==> config.mk <==
export PLATFORM = sky130hd
export DESIGN_NAME = interrupt_vector_priority_map
export DESIGN_NICKNAME = d
export VERILOG_FILES = /design/src/core/interrupt_vector_priority_map.v /design/src/core/vector_table_mem.v
export VERILOG_INCLUDE_DIRS = /design/src /design/src/include
export SDC_FILE = /design/constraint.sdc
export NUM_CORES = 1
export LEC_CHECK = 0
export ABC_AREA = 1
export BUFFER_PORTS_ARGS = -buffer_cell sky130_fd_sc_hd__buf_2
export CAP_MARGIN = 15
export CORE_MARGIN = 1.5
export CORE_UTILIZATION = 45
export DETAILED_ROUTE_END_ITERATION = 12
export GPL_TIMING_DRIVEN = 0
export PLACE_DENSITY_LB_ADDON = 0.15
export SETUP_SLACK_MARGIN = 0.1
export SLEW_MARGIN = 20
export SYNTH_ARGS = -nofsm -noshare
export SYNTH_HDL_FRONTEND = slang
export SYNTH_SLANG_ARGS = --single-unit
==> constraint.sdc <==
create_clock -name clock_i -period 3.1 [get_ports clock_i]
set_input_delay 0.775 -clock clock_i [delete_from_list [all_inputs] [get_ports clock_i]]
set_output_delay 0.775 -clock clock_i [all_outputs]
set_load 0.05 [all_outputs]
==> src/include/int_vector_consts.vh <==
// Vector addresses, priorities, table sizes and reset values of the interrupt vector map.
`ifndef INT_VECTOR_CONSTS_VH
`define INT_VECTOR_CONSTS_VH
`define VEC_WINDOW_LO 16'hff80
`define VEC_WINDOW_HI 16'hffff
`define VEC_RESET 16'hfffe
`define VEC_SYS_NMI 16'hfffc
`define VEC_USER_NMI 16'hfffa
`define VEC_TIMER_A_CC0 16'hfff8
`define VEC_TIMER_A_SHARED 16'hfff6
`define VEC_TIMER_B_CC0 16'hfff4
`define VEC_TIMER_B_SHARED 16'hfff2
`define VEC_RT_COUNTER 16'hfff0
`define VEC_WATCHDOG 16'hffee
`define VEC_SERIAL_A 16'hffec
`define VEC_SERIAL_B 16'hffea
`define VEC_CONVERTER 16'hffe8
`define VEC_PORT1 16'hffe6
`define VEC_PORT2 16'hffe4
`define PRI_RESET 6'h3f
`define PRI_SYS_NMI 6'h3e
`define PRI_USER_NMI 6'h3d
`define PRI_TIMER_A_CC0 6'h3c
`define PRI_TIMER_A_SHARED 6'h3b
`define PRI_TIMER_B_CC0 6'h3a
`define PRI_TIMER_B_SHARED 6'h39
`define PRI_RT_COUNTER 6'h38
`define PRI_WATCHDOG 6'h37
`define PRI_SERIAL_A 6'h36
`define PRI_SERIAL_B 6'h35
`define PRI_CONVERTER 6'h34
`define PRI_PORT1 6'h33
`define PRI_PORT2 6'h32
`define SRC_COUNT 14
`define VEC_TABLE_DEPTH 64
`define VEC_INDEX_BITS 6
`define OUT_RESET_PRIORITY 6'h00
`define OUT_RESET_ADDR 16'h0000
`endif

==> src/core/interrupt_vector_priority_map.v <==
// Interrupt source priority resolution and vector fetch for the CPU core.
`timescale 1ns/1ns
`include "int_vector_consts.vh"
// Notes on behaviour
// - All vectors and the start vector live in word window ff80h to ffffh.
// - Each vector word holds the 16-bit handler address the CPU loads next.
// - Every reset cause uses vector fffeh at top priority 63.
// - System nonmaskable events use vector fffch at priority 62.
// - First timer: compare-0 at fff8h/60; others share fff6h/59.
// - Second timer: compare-0 at fff4h/58; others share fff2h/57.
// - Real-time counter fff0h/56; interval-mode watchdog ffeeh/55.
// - First serial interface uses vector ffech at priority 54.
// - Second serial interface uses vector ffeah at priority 53.
// - Converter uses vector ffe8h at priority 52.
// - Port 1 uses ffe6h/51, port 2 uses ffe4h/50.
module interrupt_vector_priority_map
(
	input wire clock_i, // System clock, 125 MHz.
	input wire rst_i, // Synchronous reset, active high.
	input wire [8:0] reset_cause_i, // Reset causes, one bit each.
	input wire [5:0] sys_nmi_i, // System nonmaskable event flags.
	input wire external_nmi_flag_i, // External nonmaskable request.
	input wire oscillator_fault_flag_i, // Oscillator fault flag.
	input wire timer_a_cc0_i, // First timer compare-0 flag.
	input wire [2:0] timer_a_shared_i, // First timer compare-1, compare-2, overflow.
	input wire timer_b_cc0_i, // Second timer compare-0 flag.
	input wire [2:0] timer_b_shared_i, // Second timer compare-1, compare-2, overflow.
	input wire rt_counter_flag_i, // Real-time counter flag.
	input wire watchdog_flag_i, // Watchdog flag.
	input wire watchdog_interval_mode_i, // High when watchdog runs in interval mode.
	input wire serial_a_spi_mode_i, // High when first serial interface is in SPI mode.
	input wire [3:0] serial_a_flags_i, // Tx-complete, start, receive, transmit.
	input wire serial_b_i2c_mode_i, // High when second serial interface is in I2C mode.
	input wire [13:0] serial_b_flags_i, // Bus flags; bits 1:0 receive/transmit in SPI.
	input wire [5:0] converter_flags_i, // Converter event flags.
	input wire [7:0] port1_flags_i, // Port 1 pin flags 0 to 7.
	input wire [6:0] port2_flags_i, // Port 2 pin flags 0 to 6.
	input wire global_int_enable_i, // CPU global interrupt enable.
	input wire ack_i, // CPU accepts the offered vector, one-cycle pulse.
	input wire vec_wr_i, // Write strobe for a vector word.
	input wire [15:0] vec_wr_addr_i, // Word address of the vector to write.
	input wire [15:0] vec_wr_data_i, // Handler address to store.
	output reg irq_o, // A request is offered to the CPU.
	output reg [5:0] irq_priority_o, // Priority of the offered request.
	output reg [15:0] irq_vector_addr_o, // Vector address of the offered request.
	output reg [15:0] handler_addr_o, // Handler address read from the vector.
	output reg handler_valid_o, // Handler address valid, one-cycle pulse.
	output reg nmi_status_o // A system or user nonmaskable class is pending.
);
	// ****************************************************************
	// Helper functions
	// ****************************************************************
	function [5:0] vec_index;
		input [15:0] addr;
		begin
			vec_index = addr[6:1];
		end
	endfunction

	function in_window;
		input [15:0] addr;
		begin
			in_window = (addr >= `VEC_WINDOW_LO) && (addr <= `VEC_WINDOW_HI);
		end
	endfunction

	// ****************************************************************
	// Source grouping
	// ****************************************************************
	wire [`SRC_COUNT-1:0] pending;
	wire [3:0] serial_a_live;
	wire [13:0] serial_b_live;
	assign serial_a_live = serial_a_spi_mode_i ? {2'h0, serial_a_flags_i[1:0]} :
		serial_a_flags_i;
	assign serial_b_live = serial_b_i2c_mode_i ? serial_b_flags_i :
		{12'h000, serial_b_flags_i[1:0]};
	assign pending[13] = |reset_cause_i;
	assign pending[12] = |sys_nmi_i;
	assign pending[11] = external_nmi_flag_i | oscillator_fault_flag_i;
	assign pending[10] = timer_a_cc0_i & global_int_enable_i;
	assign pending[9] = (|timer_a_shared_i) & global_int_enable_i;
	assign pending[8] = timer_b_cc0_i & global_int_enable_i;
	assign pending[7] = (|timer_b_shared_i) & global_int_enable_i;
	assign pending[6] = rt_counter_flag_i & global_int_enable_i;
	assign pending[5] = watchdog_flag_i & watchdog_interval_mode_i &
		global_int_enable_i;
	assign pending[4] = (|serial_a_live) & global_int_enable_i;
	assign pending[3] = (|serial_b_live) & global_int_enable_i;
	assign pending[2] = (|converter_flags_i) & global_int_enable_i;
	assign pending[1] = (|port1_flags_i) & global_int_enable_i;
	assign pending[0] = (|port2_flags_i) & global_int_enable_i;

	// ****************************************************************
	// Priority resolution
	// ****************************************************************
	reg next_irq;
	reg [5:0] next_priority;
	reg [15:0] next_vector;
	always @*
	begin
		next_irq = 1'b1;
		next_priority = `PRI_PORT2;
		next_vector = `VEC_PORT2;
		if (pending[13])
		begin
			next_priority = `PRI_RESET;
			next_vector = `VEC_RESET;
		end
		else if (pending[12])
		begin
			next_priority = `PRI_SYS_NMI;
			next_vector = `VEC_SYS_NMI;
		end
		else if (pending[11])
		begin
			next_priority = `PRI_USER_NMI;
			next_vector = `VEC_USER_NMI;
		end
		else if (pending[10])
		begin
			next_priority = `PRI_TIMER_A_CC0;
			next_vector = `VEC_TIMER_A_CC0;
		end
		else if (pending[9])
		begin
			next_priority = `PRI_TIMER_A_SHARED;
			next_vector = `VEC_TIMER_A_SHARED;
		end
		else if (pending[8])
		begin
			next_priority = `PRI_TIMER_B_CC0;
			next_vector = `VEC_TIMER_B_CC0;
		end
		else if (pending[7])
		begin
			next_priority = `PRI_TIMER_B_SHARED;
			next_vector = `VEC_TIMER_B_SHARED;
		end
		else if (pending[6])
		begin
			next_priority = `PRI_RT_COUNTER;
			next_vector = `VEC_RT_COUNTER;
		end
		else if (pending[5])
		begin
			next_priority = `PRI_WATCHDOG;
			next_vector = `VEC_WATCHDOG;
		end
		else if (pending[4])
		begin
			next_priority = `PRI_SERIAL_A;
			next_vector = `VEC_SERIAL_A;
		end
		else if (pending[3])
		begin
			next_priority = `PRI_SERIAL_B;
			next_vector = `VEC_SERIAL_B;
		end
		else if (pending[2])
		begin
			next_priority = `PRI_CONVERTER;
			next_vector = `VEC_CONVERTER;
		end
		else if (pending[1])
		begin
			next_priority = `PRI_PORT1;
			next_vector = `VEC_PORT1;
		end
		else if (pending[0])
		begin
			next_priority = `PRI_PORT2;
			next_vector = `VEC_PORT2;
		end
		else
		begin
			next_irq = 1'b0;
		end
	end

	// ****************************************************************
	// Vector fetch sequence
	// ****************************************************************
	localparam ST_IDLE = 2'h0;
	localparam ST_READ = 2'h1;
	localparam ST_WAIT = 2'h2;
	localparam ST_DONE = 2'h3;
	reg [1:0] state;
	reg [15:0] fetch_addr;
	wire [15:0] rd_data;
	wire table_wr;
	assign table_wr = vec_wr_i & in_window(vec_wr_addr_i);

	vector_table_mem u_table
	(
		.clock_i(clock_i),
		.wr_en_i(table_wr),
		.wr_index_i(vec_index(vec_wr_addr_i)),
		.wr_data_i(vec_wr_data_i),
		.rd_index_i(vec_index(fetch_addr)),
		.rd_data_o(rd_data)
	);

	// ****************************************************************
	// Fetch state sequencing
	// ****************************************************************
	reg [1:0] next_state;
	wire take;
	// An acknowledge is only honoured against an offer that is showing in idle.
	assign take = (state == ST_IDLE) & irq_o & ack_i;
	always @*
	begin
		next_state = state;
		case (state)
			ST_IDLE:
			begin
				if (take)
				begin
					next_state = ST_READ;
				end
			end
			ST_READ:
			begin
				next_state = ST_WAIT;
			end
			ST_WAIT:
			begin
				next_state = ST_DONE;
			end
			ST_DONE:
			begin
				next_state = ST_IDLE;
			end
			default:
			begin
				next_state = ST_IDLE;
			end
		endcase
	end

	always @(posedge clock_i)
	begin
		if (rst_i)
		begin
			state <= ST_IDLE;
		end
		else
		begin
			state <= next_state;
		end
	end

	// ****************************************************************
	// Offer registers
	// ****************************************************************
	always @(posedge clock_i)
	begin
		if (rst_i)
		begin
			irq_o <= 1'b0;
			irq_priority_o <= `OUT_RESET_PRIORITY;
			irq_vector_addr_o <= `OUT_RESET_ADDR;
			fetch_addr <= `VEC_RESET;
		end
		else if (state == ST_IDLE)
		begin
			// A taken offer drops at once so the core cannot take it twice; the
			// fetch works from the address that the core saw, not the new winner.
			irq_o <= next_irq & ~take;
			irq_priority_o <= next_priority;
			irq_vector_addr_o <= next_vector;
			if (take)
			begin
				fetch_addr <= irq_vector_addr_o;
			end
		end
	end

	// ****************************************************************
	// Handler output
	// ****************************************************************
	always @(posedge clock_i)
	begin
		if (rst_i)
		begin
			handler_addr_o <= `OUT_RESET_ADDR;
			handler_valid_o <= 1'b0;
		end
		else
		begin
			handler_valid_o <= (state == ST_WAIT);
			if (state == ST_WAIT)
			begin
				handler_addr_o <= rd_data;
			end
		end
	end

	// ****************************************************************
	// Status output
	// ****************************************************************
	always @(posedge clock_i)
	begin
		if (rst_i)
		begin
			nmi_status_o <= 1'b0;
		end
		else
		begin
			nmi_status_o <= pending[12] | pending[11];
		end
	end
endmodule

==> src/core/vector_table_mem.v <==
// Vector word memory covering the top window of the address map.
`timescale 1ns/1ns
module vector_table_mem
(
	input wire clock_i, // System clock.
	input wire wr_en_i, // Write strobe for one vector word.
	input wire [5:0] wr_index_i, // Word index inside the window.
	input wire [15:0] wr_data_i, // Handler address to store.
	input wire [5:0] rd_index_i, // Word index to read.
	output reg [15:0] rd_data_o // Registered handler address.
);
	reg [15:0] mem [0:63];
	always @(posedge clock_i)
	begin
		if (wr_en_i)
		begin
			mem[wr_index_i] <= wr_data_i;
		end
		rd_data_o <= mem[rd_index_i];
	end
endmodule

* Word level (Yosys, flattened, before mapping) *
Memories as Yosys holds them, arrays and structs flattened. A register that Yosys moved wholly into a read port is not among the register bits.
Cells that the tools add are included.

operators by class
  muxes and demuxes = 46
  divide/modulo/power cells = 0
  add/sub/neg operators = 0
  reductions and logical operators = 12
  order comparisons = 2
  $mul = 0
  shifts and indexed selects = 0
  bitwise logic cells = 19
  equal/unequal tests = 4

operators by type and width
  operator              count
  $mux 4                13
  $mux 5                8
  $mux 1                17
  $and 1x1->1           16
  $ge 16x16->1 const B  1
  $le 16x16->1 const B  1
  $mux 14               1
  $reduce_or 14->1      1
  $mux 3                4
  $reduce_or 6->1       2
  $reduce_or 9->1       1
  $pmux 2 s4            1
  $reduce_or 8->1       1
  $reduce_or 7->1       1
  $reduce_or 3->1       2
  $eq 2x2->1 const B    2
  $mux 2                2
  $reduce_or 4->1       1
  $eq 2x1->1 const B    1
  $logic_not 2->1       1
  $ne 2x2->1 const B    1
  $or 1x1->1            2
  $reduce_and 2->1      1
  $logic_and 1x1->1     1
  $not 1->1             1

word-level totals
  latch bits = 0
  logic and storage cells = 92
  memories = 1
  register bits after elaboration = 39
  bits in writable memories = 1024
  output and inout bits = 41
  bits of input ports = 106
  memory bits (read-only) = 0

memory list
  memory       words  bits a word  rd ports  clocked after Yosys merged registers in  wr ports  RTL line               RTL
  u_table.mem  64     16           1         1                                        1         vector_table_mem.v:12  reg [15:0] mem [0:63];

* Depth between registers and ports, before layout *
  depth in word-level cells = 17
  mapped depth = 16
  mapped depth without buffers = 16

* Cells and area by module *
From an unflattened synthesis, not the netlist that was laid out.

unflattened totals
  cell total of the unflattened synthesis = 3768
  area total of the unflattened synthesis = 43763.2 um2

by module, submodules not included
  module                         area each (um2)  cells an instance  instances  seq. area each (um2)
  vector_table_mem               42140.4          3534               1          31069.8
  interrupt_vector_priority_map  1622.8           234                1          620.6

* Worst setup path after synthesis *
OpenSTA, ideal clock, no wires.

  path kind = input to register
  start = in vec_wr_i
  end = mem u_table.mem[0][0], enable pin
  setup time = 0.389 ns
  arrival time = 2.218 ns
  stages on the path = 4
  path buffers = 0
  path slack = 0.493 ns
  data required time = 2.711 ns
  cell sequence = nand4_1 nor3_1 nand4_1 nor2_1

on the way
  longest elaborated chain between the ends = 3

RTL lines
  what                          RTL line                             RTL
  from (decl)                   interrupt_vector_priority_map.v:40   input wire vec_wr_i,
  $and 1x1->1                   interrupt_vector_priority_map.v:191  assign table_wr = vec_wr_i & in_window(vec_wr_addr_i);
  $mux 1                        vector_table_mem.v:15                if (wr_en_i)
  $mux 1 (not written as such)  vector_table_mem.v:17                mem[wr_index_i] <= wr_data_i;
  to (decl)                     vector_table_mem.v:12

No other way between the ends.

* Final worst setup path *
  start = in vec_wr_i
  end = mem u_table.mem[50][2], enable pin

Same word-level chain as after synthesis.

==> impl_metrics.json <==
{
  "postLayoutCellArea_um2": 26200,
  "core.rowCount": 80,
  "hold_path_class": "flip-flop to flip-flop",
  "area_growth_pct": 19.0,
  "cts.sinks": 559,
  "die_h_um": 224,
  "synthCells": 1674,
  "antenna_found_initial": 0,
  "cp.arrival_ns": 3.28,
  "min_period_over_period": 0.953,
  "final-hold-violation-count": 0,
  "cts_max_path_buffers": 3,
  "yosys.area_share.simple": 0.0853,
  "outcome": "finished, final reports clean",
  "cts_tree": "built",
  "drc": 0,
  "setup_slack_ns": 0.145,
  "synth_compound_area_frac": 0.132,
  "whs_ns": 0.459,
  "crit_required_ns": 3.42,
  "io_pins": 147,
  "synth_cell_types": 32,
  "drv_slew": 0,
  "synth_fp_nets": 1783,
  "worstMarginPinSlew_ns": 1.01,
  "cts.clk_slew.worst_paths_ns": 0.06,
  "grt_pass1_vias": 15000,
  "powerDensity_nw_per_um2": 762,
  "slew_headroom": 0.325,
  "synth.avg_cell_area_um2": 13.1,
  "finalCriticalPeriod_ns": 2.96,
  "synth_seq_cells": 559,
  "dpl_worst_slack_ns": -0.446,
  "insertion_delay_ns": 0.62,
  "setup-violations-final": 0,
  "root_buffer": "clkbuf_16",
  "netlist_area_um2": 22000,
  "place_congestion": 0.898,
  "finalWirelength_mm": 73.1,
  "grt_util_all_layers": 0.290,
  "fmax_mhz": 338,
  "synth_xor_area_frac": 0,
  "grt_overflow_total": 0,
  "synthMuxAreaShare": 0,
  "leakagePower_nw": 8.72,
  "vias": 15800,
  "grt_max_degree": 33,
  "dpl_cell_area_um2": 24200,
  "critical_path.max_fanout": 10,
  "yosysSeqAreaShare": 0.742,
  "critPathKind": "primary input to flip-flop",
  "dieArea_um2": 50200,
  "firstDrtPassIters": 6,
  "fin_worst_skew_ns": 0.0164,
  "tns_ns": 0,
  "htree_num_levels": 2,
  "initial_core_util": 0.459,
  "totalPowerFinal_mw": 19.9,
  "core_um2": 47900,
  "dp_cells": 2450,
  "fillCellCount": 3971,
  "start_kind": "primary input",
  "drive_gt1_frac": 0.186,
  "synthAdderAreaFrac": 0.00171,
  "fin_cells": 2562,
  "wl_per_cell_um": 28.5,
  "grt_setup_unrepaired": "false",
  "worstSetupEndpointType": "flip-flop",
  "synth_top_family_by_area": "compound AO/OA/AOI/OAI gates",
  "cap_violations": 0,
  "port_buffers": 142,
  "ys_warn_count": 0,
  "nets": 2011,
  "post-route-util": 0.546,
  "drtAntennaViolNets": 0,
  "grt_first_pass_wirelength_mm": 103,
  "ctsResizeCount": 0,
  "numCtsBuffers": 57,
  "ir_drop_mv": 0.406,
  "vias_per_cell": 6.16,
  "fp.dieW_um": 224,
  "first_iter_violations": 2195,
  "hpwl_mm": 48.0
}
-- final timing paths --
path / start / to / slack, ns / cells after the start
worst max register to register: fetch_addr[2] / u_table.rd_data_o[10] / 0.23 / 9
worst min register to register: u_table.rd_data_o[8] / handler_addr_o[8] / 0.46 / 2
worst min-delay path: u_table.rd_data_o[8] / handler_addr_o[8] / 0.46 / 2
worst max-delay path: vec_wr_i / u_table.mem[50][2] / 0.14 / 6
-- cells in the mapped netlist (all sizes together) --
cell | count | area [um2]
clkinv | 2 | 7.51
clkbuf | 68 | 262
o21bai | 1 | 7.51
o22ai | 30 | 188
a21oi | 10 | 50.1
ha | 3 | 37.5
nand3 | 52 | 260
inv | 24 | 90.1
dfxtp | 47 | 941
buf | 63 | 504
nor4 | 2 | 12.5
nor3 | 3 | 15.0
o31ai | 4 | 30.0
conb | 1 | 3.75
or2 | 1 | 6.26
nor2 | 376 | 1410
and3 | 2 | 12.5
o221ai | 98 | 858
edfxtp | 512 | 15400
a32oi | 13 | 114
o21ai | 304 | 1520
nand4 | 6 | 37.5
nand2 | 32 | 120
a31oi | 19 | 119
a41oi | 1 | 8.76
-- routing by layer --
layer | track usage | part of all wire
met2 | 0.449 | 0.45
met3 | 0.0652 | 0.11
met5 | 0 | 0
met1 | 0.398 | 0.40
met4 | 0.116 | 0.039
-- cells in the final DEF (no fill, tap or decap), types with 3 or more instances in the layout --
cell,synthesis,final
edfxtp_1,512,512
nor2_1,376,344
o21ai_0,287,287
buf_2,13,155
o221ai_1,98,98
clkbuf_1,63,72
clkbuf_16,0,59
nand3_1,52,52
dfxtp_1,47,47
buf_4,32,34
nand2_1,32,32
nor2_4,0,32
o22ai_1,30,30
inv_1,22,22
a31oi_1,19,19
o21ai_1,17,17
clkbuf_8,0,17
buf_6,16,16
buf_16,0,15
a32oi_1,13,13
a21oi_1,10,10
clkinv_2,0,10
buf_12,0,7
clkbuf_2,5,6
clkinv_1,2,6
nand4_1,6,6
buf_8,1,4
o31ai_1,4,4
nor3_1,3,3
ha_1,3,3
-- what timing repair did --
action	4_1_cts	5_1_grt
buffers inserted	0	8
endpoints found under the setup margin	0	91
hold buffers	0	0
-- report_power, final --
part	internal [mW]	total (mW)	leakage [nW]	switching [mW]
registers	8.46	8.58	4.99	0.120
clock network	3.87	6.75	0.923	2.88
logic	1.20	4.60	2.80	3.40
-- logic make-up (layout without fill, tap and decap cells) --
family          after synthesis  count (layout)
simple gates                474             474
fa+ha+maj                     3               3
flops                       559             559
compound gates              480             480
buf+inv                     157             429
other cells                   1               2
-- flip-flops by register name, summed over array words and instances (netlist names) --
register / count
u_table.mem: 512
handler_addr_o: 16
u_table.rd_data_o: 16
fetch_addr: 5
irq_priority_o: 5
state: 2
handler_valid_o: 1
irq_o: 1
nmi_status_o: 1
-- final cells by class --
type                    instances  area [um2]  share of cell area
repair buffers                169        1320              0.0506
well taps                     615         769              0.0294
clock buffers                  86        1750              0.0668
flip-flops and latches        559       16300               0.624
clock inverters                17        88.8             0.00340
multi-input cells             958        5050               0.193
inverters                      26        97.6             0.00373
diodes                          1        2.50           0.0000956
plain buffers                 131         766              0.0293
-- critical path, stage by stage --
cell	delay [ns]
buf_2	0.08
nand4_1	0.09
nor3_1	0.38
nand4_1	0.88
nor2_4	0.83
buf_16	0.22
Note: power is estimated with default switching activity, not from simulation.
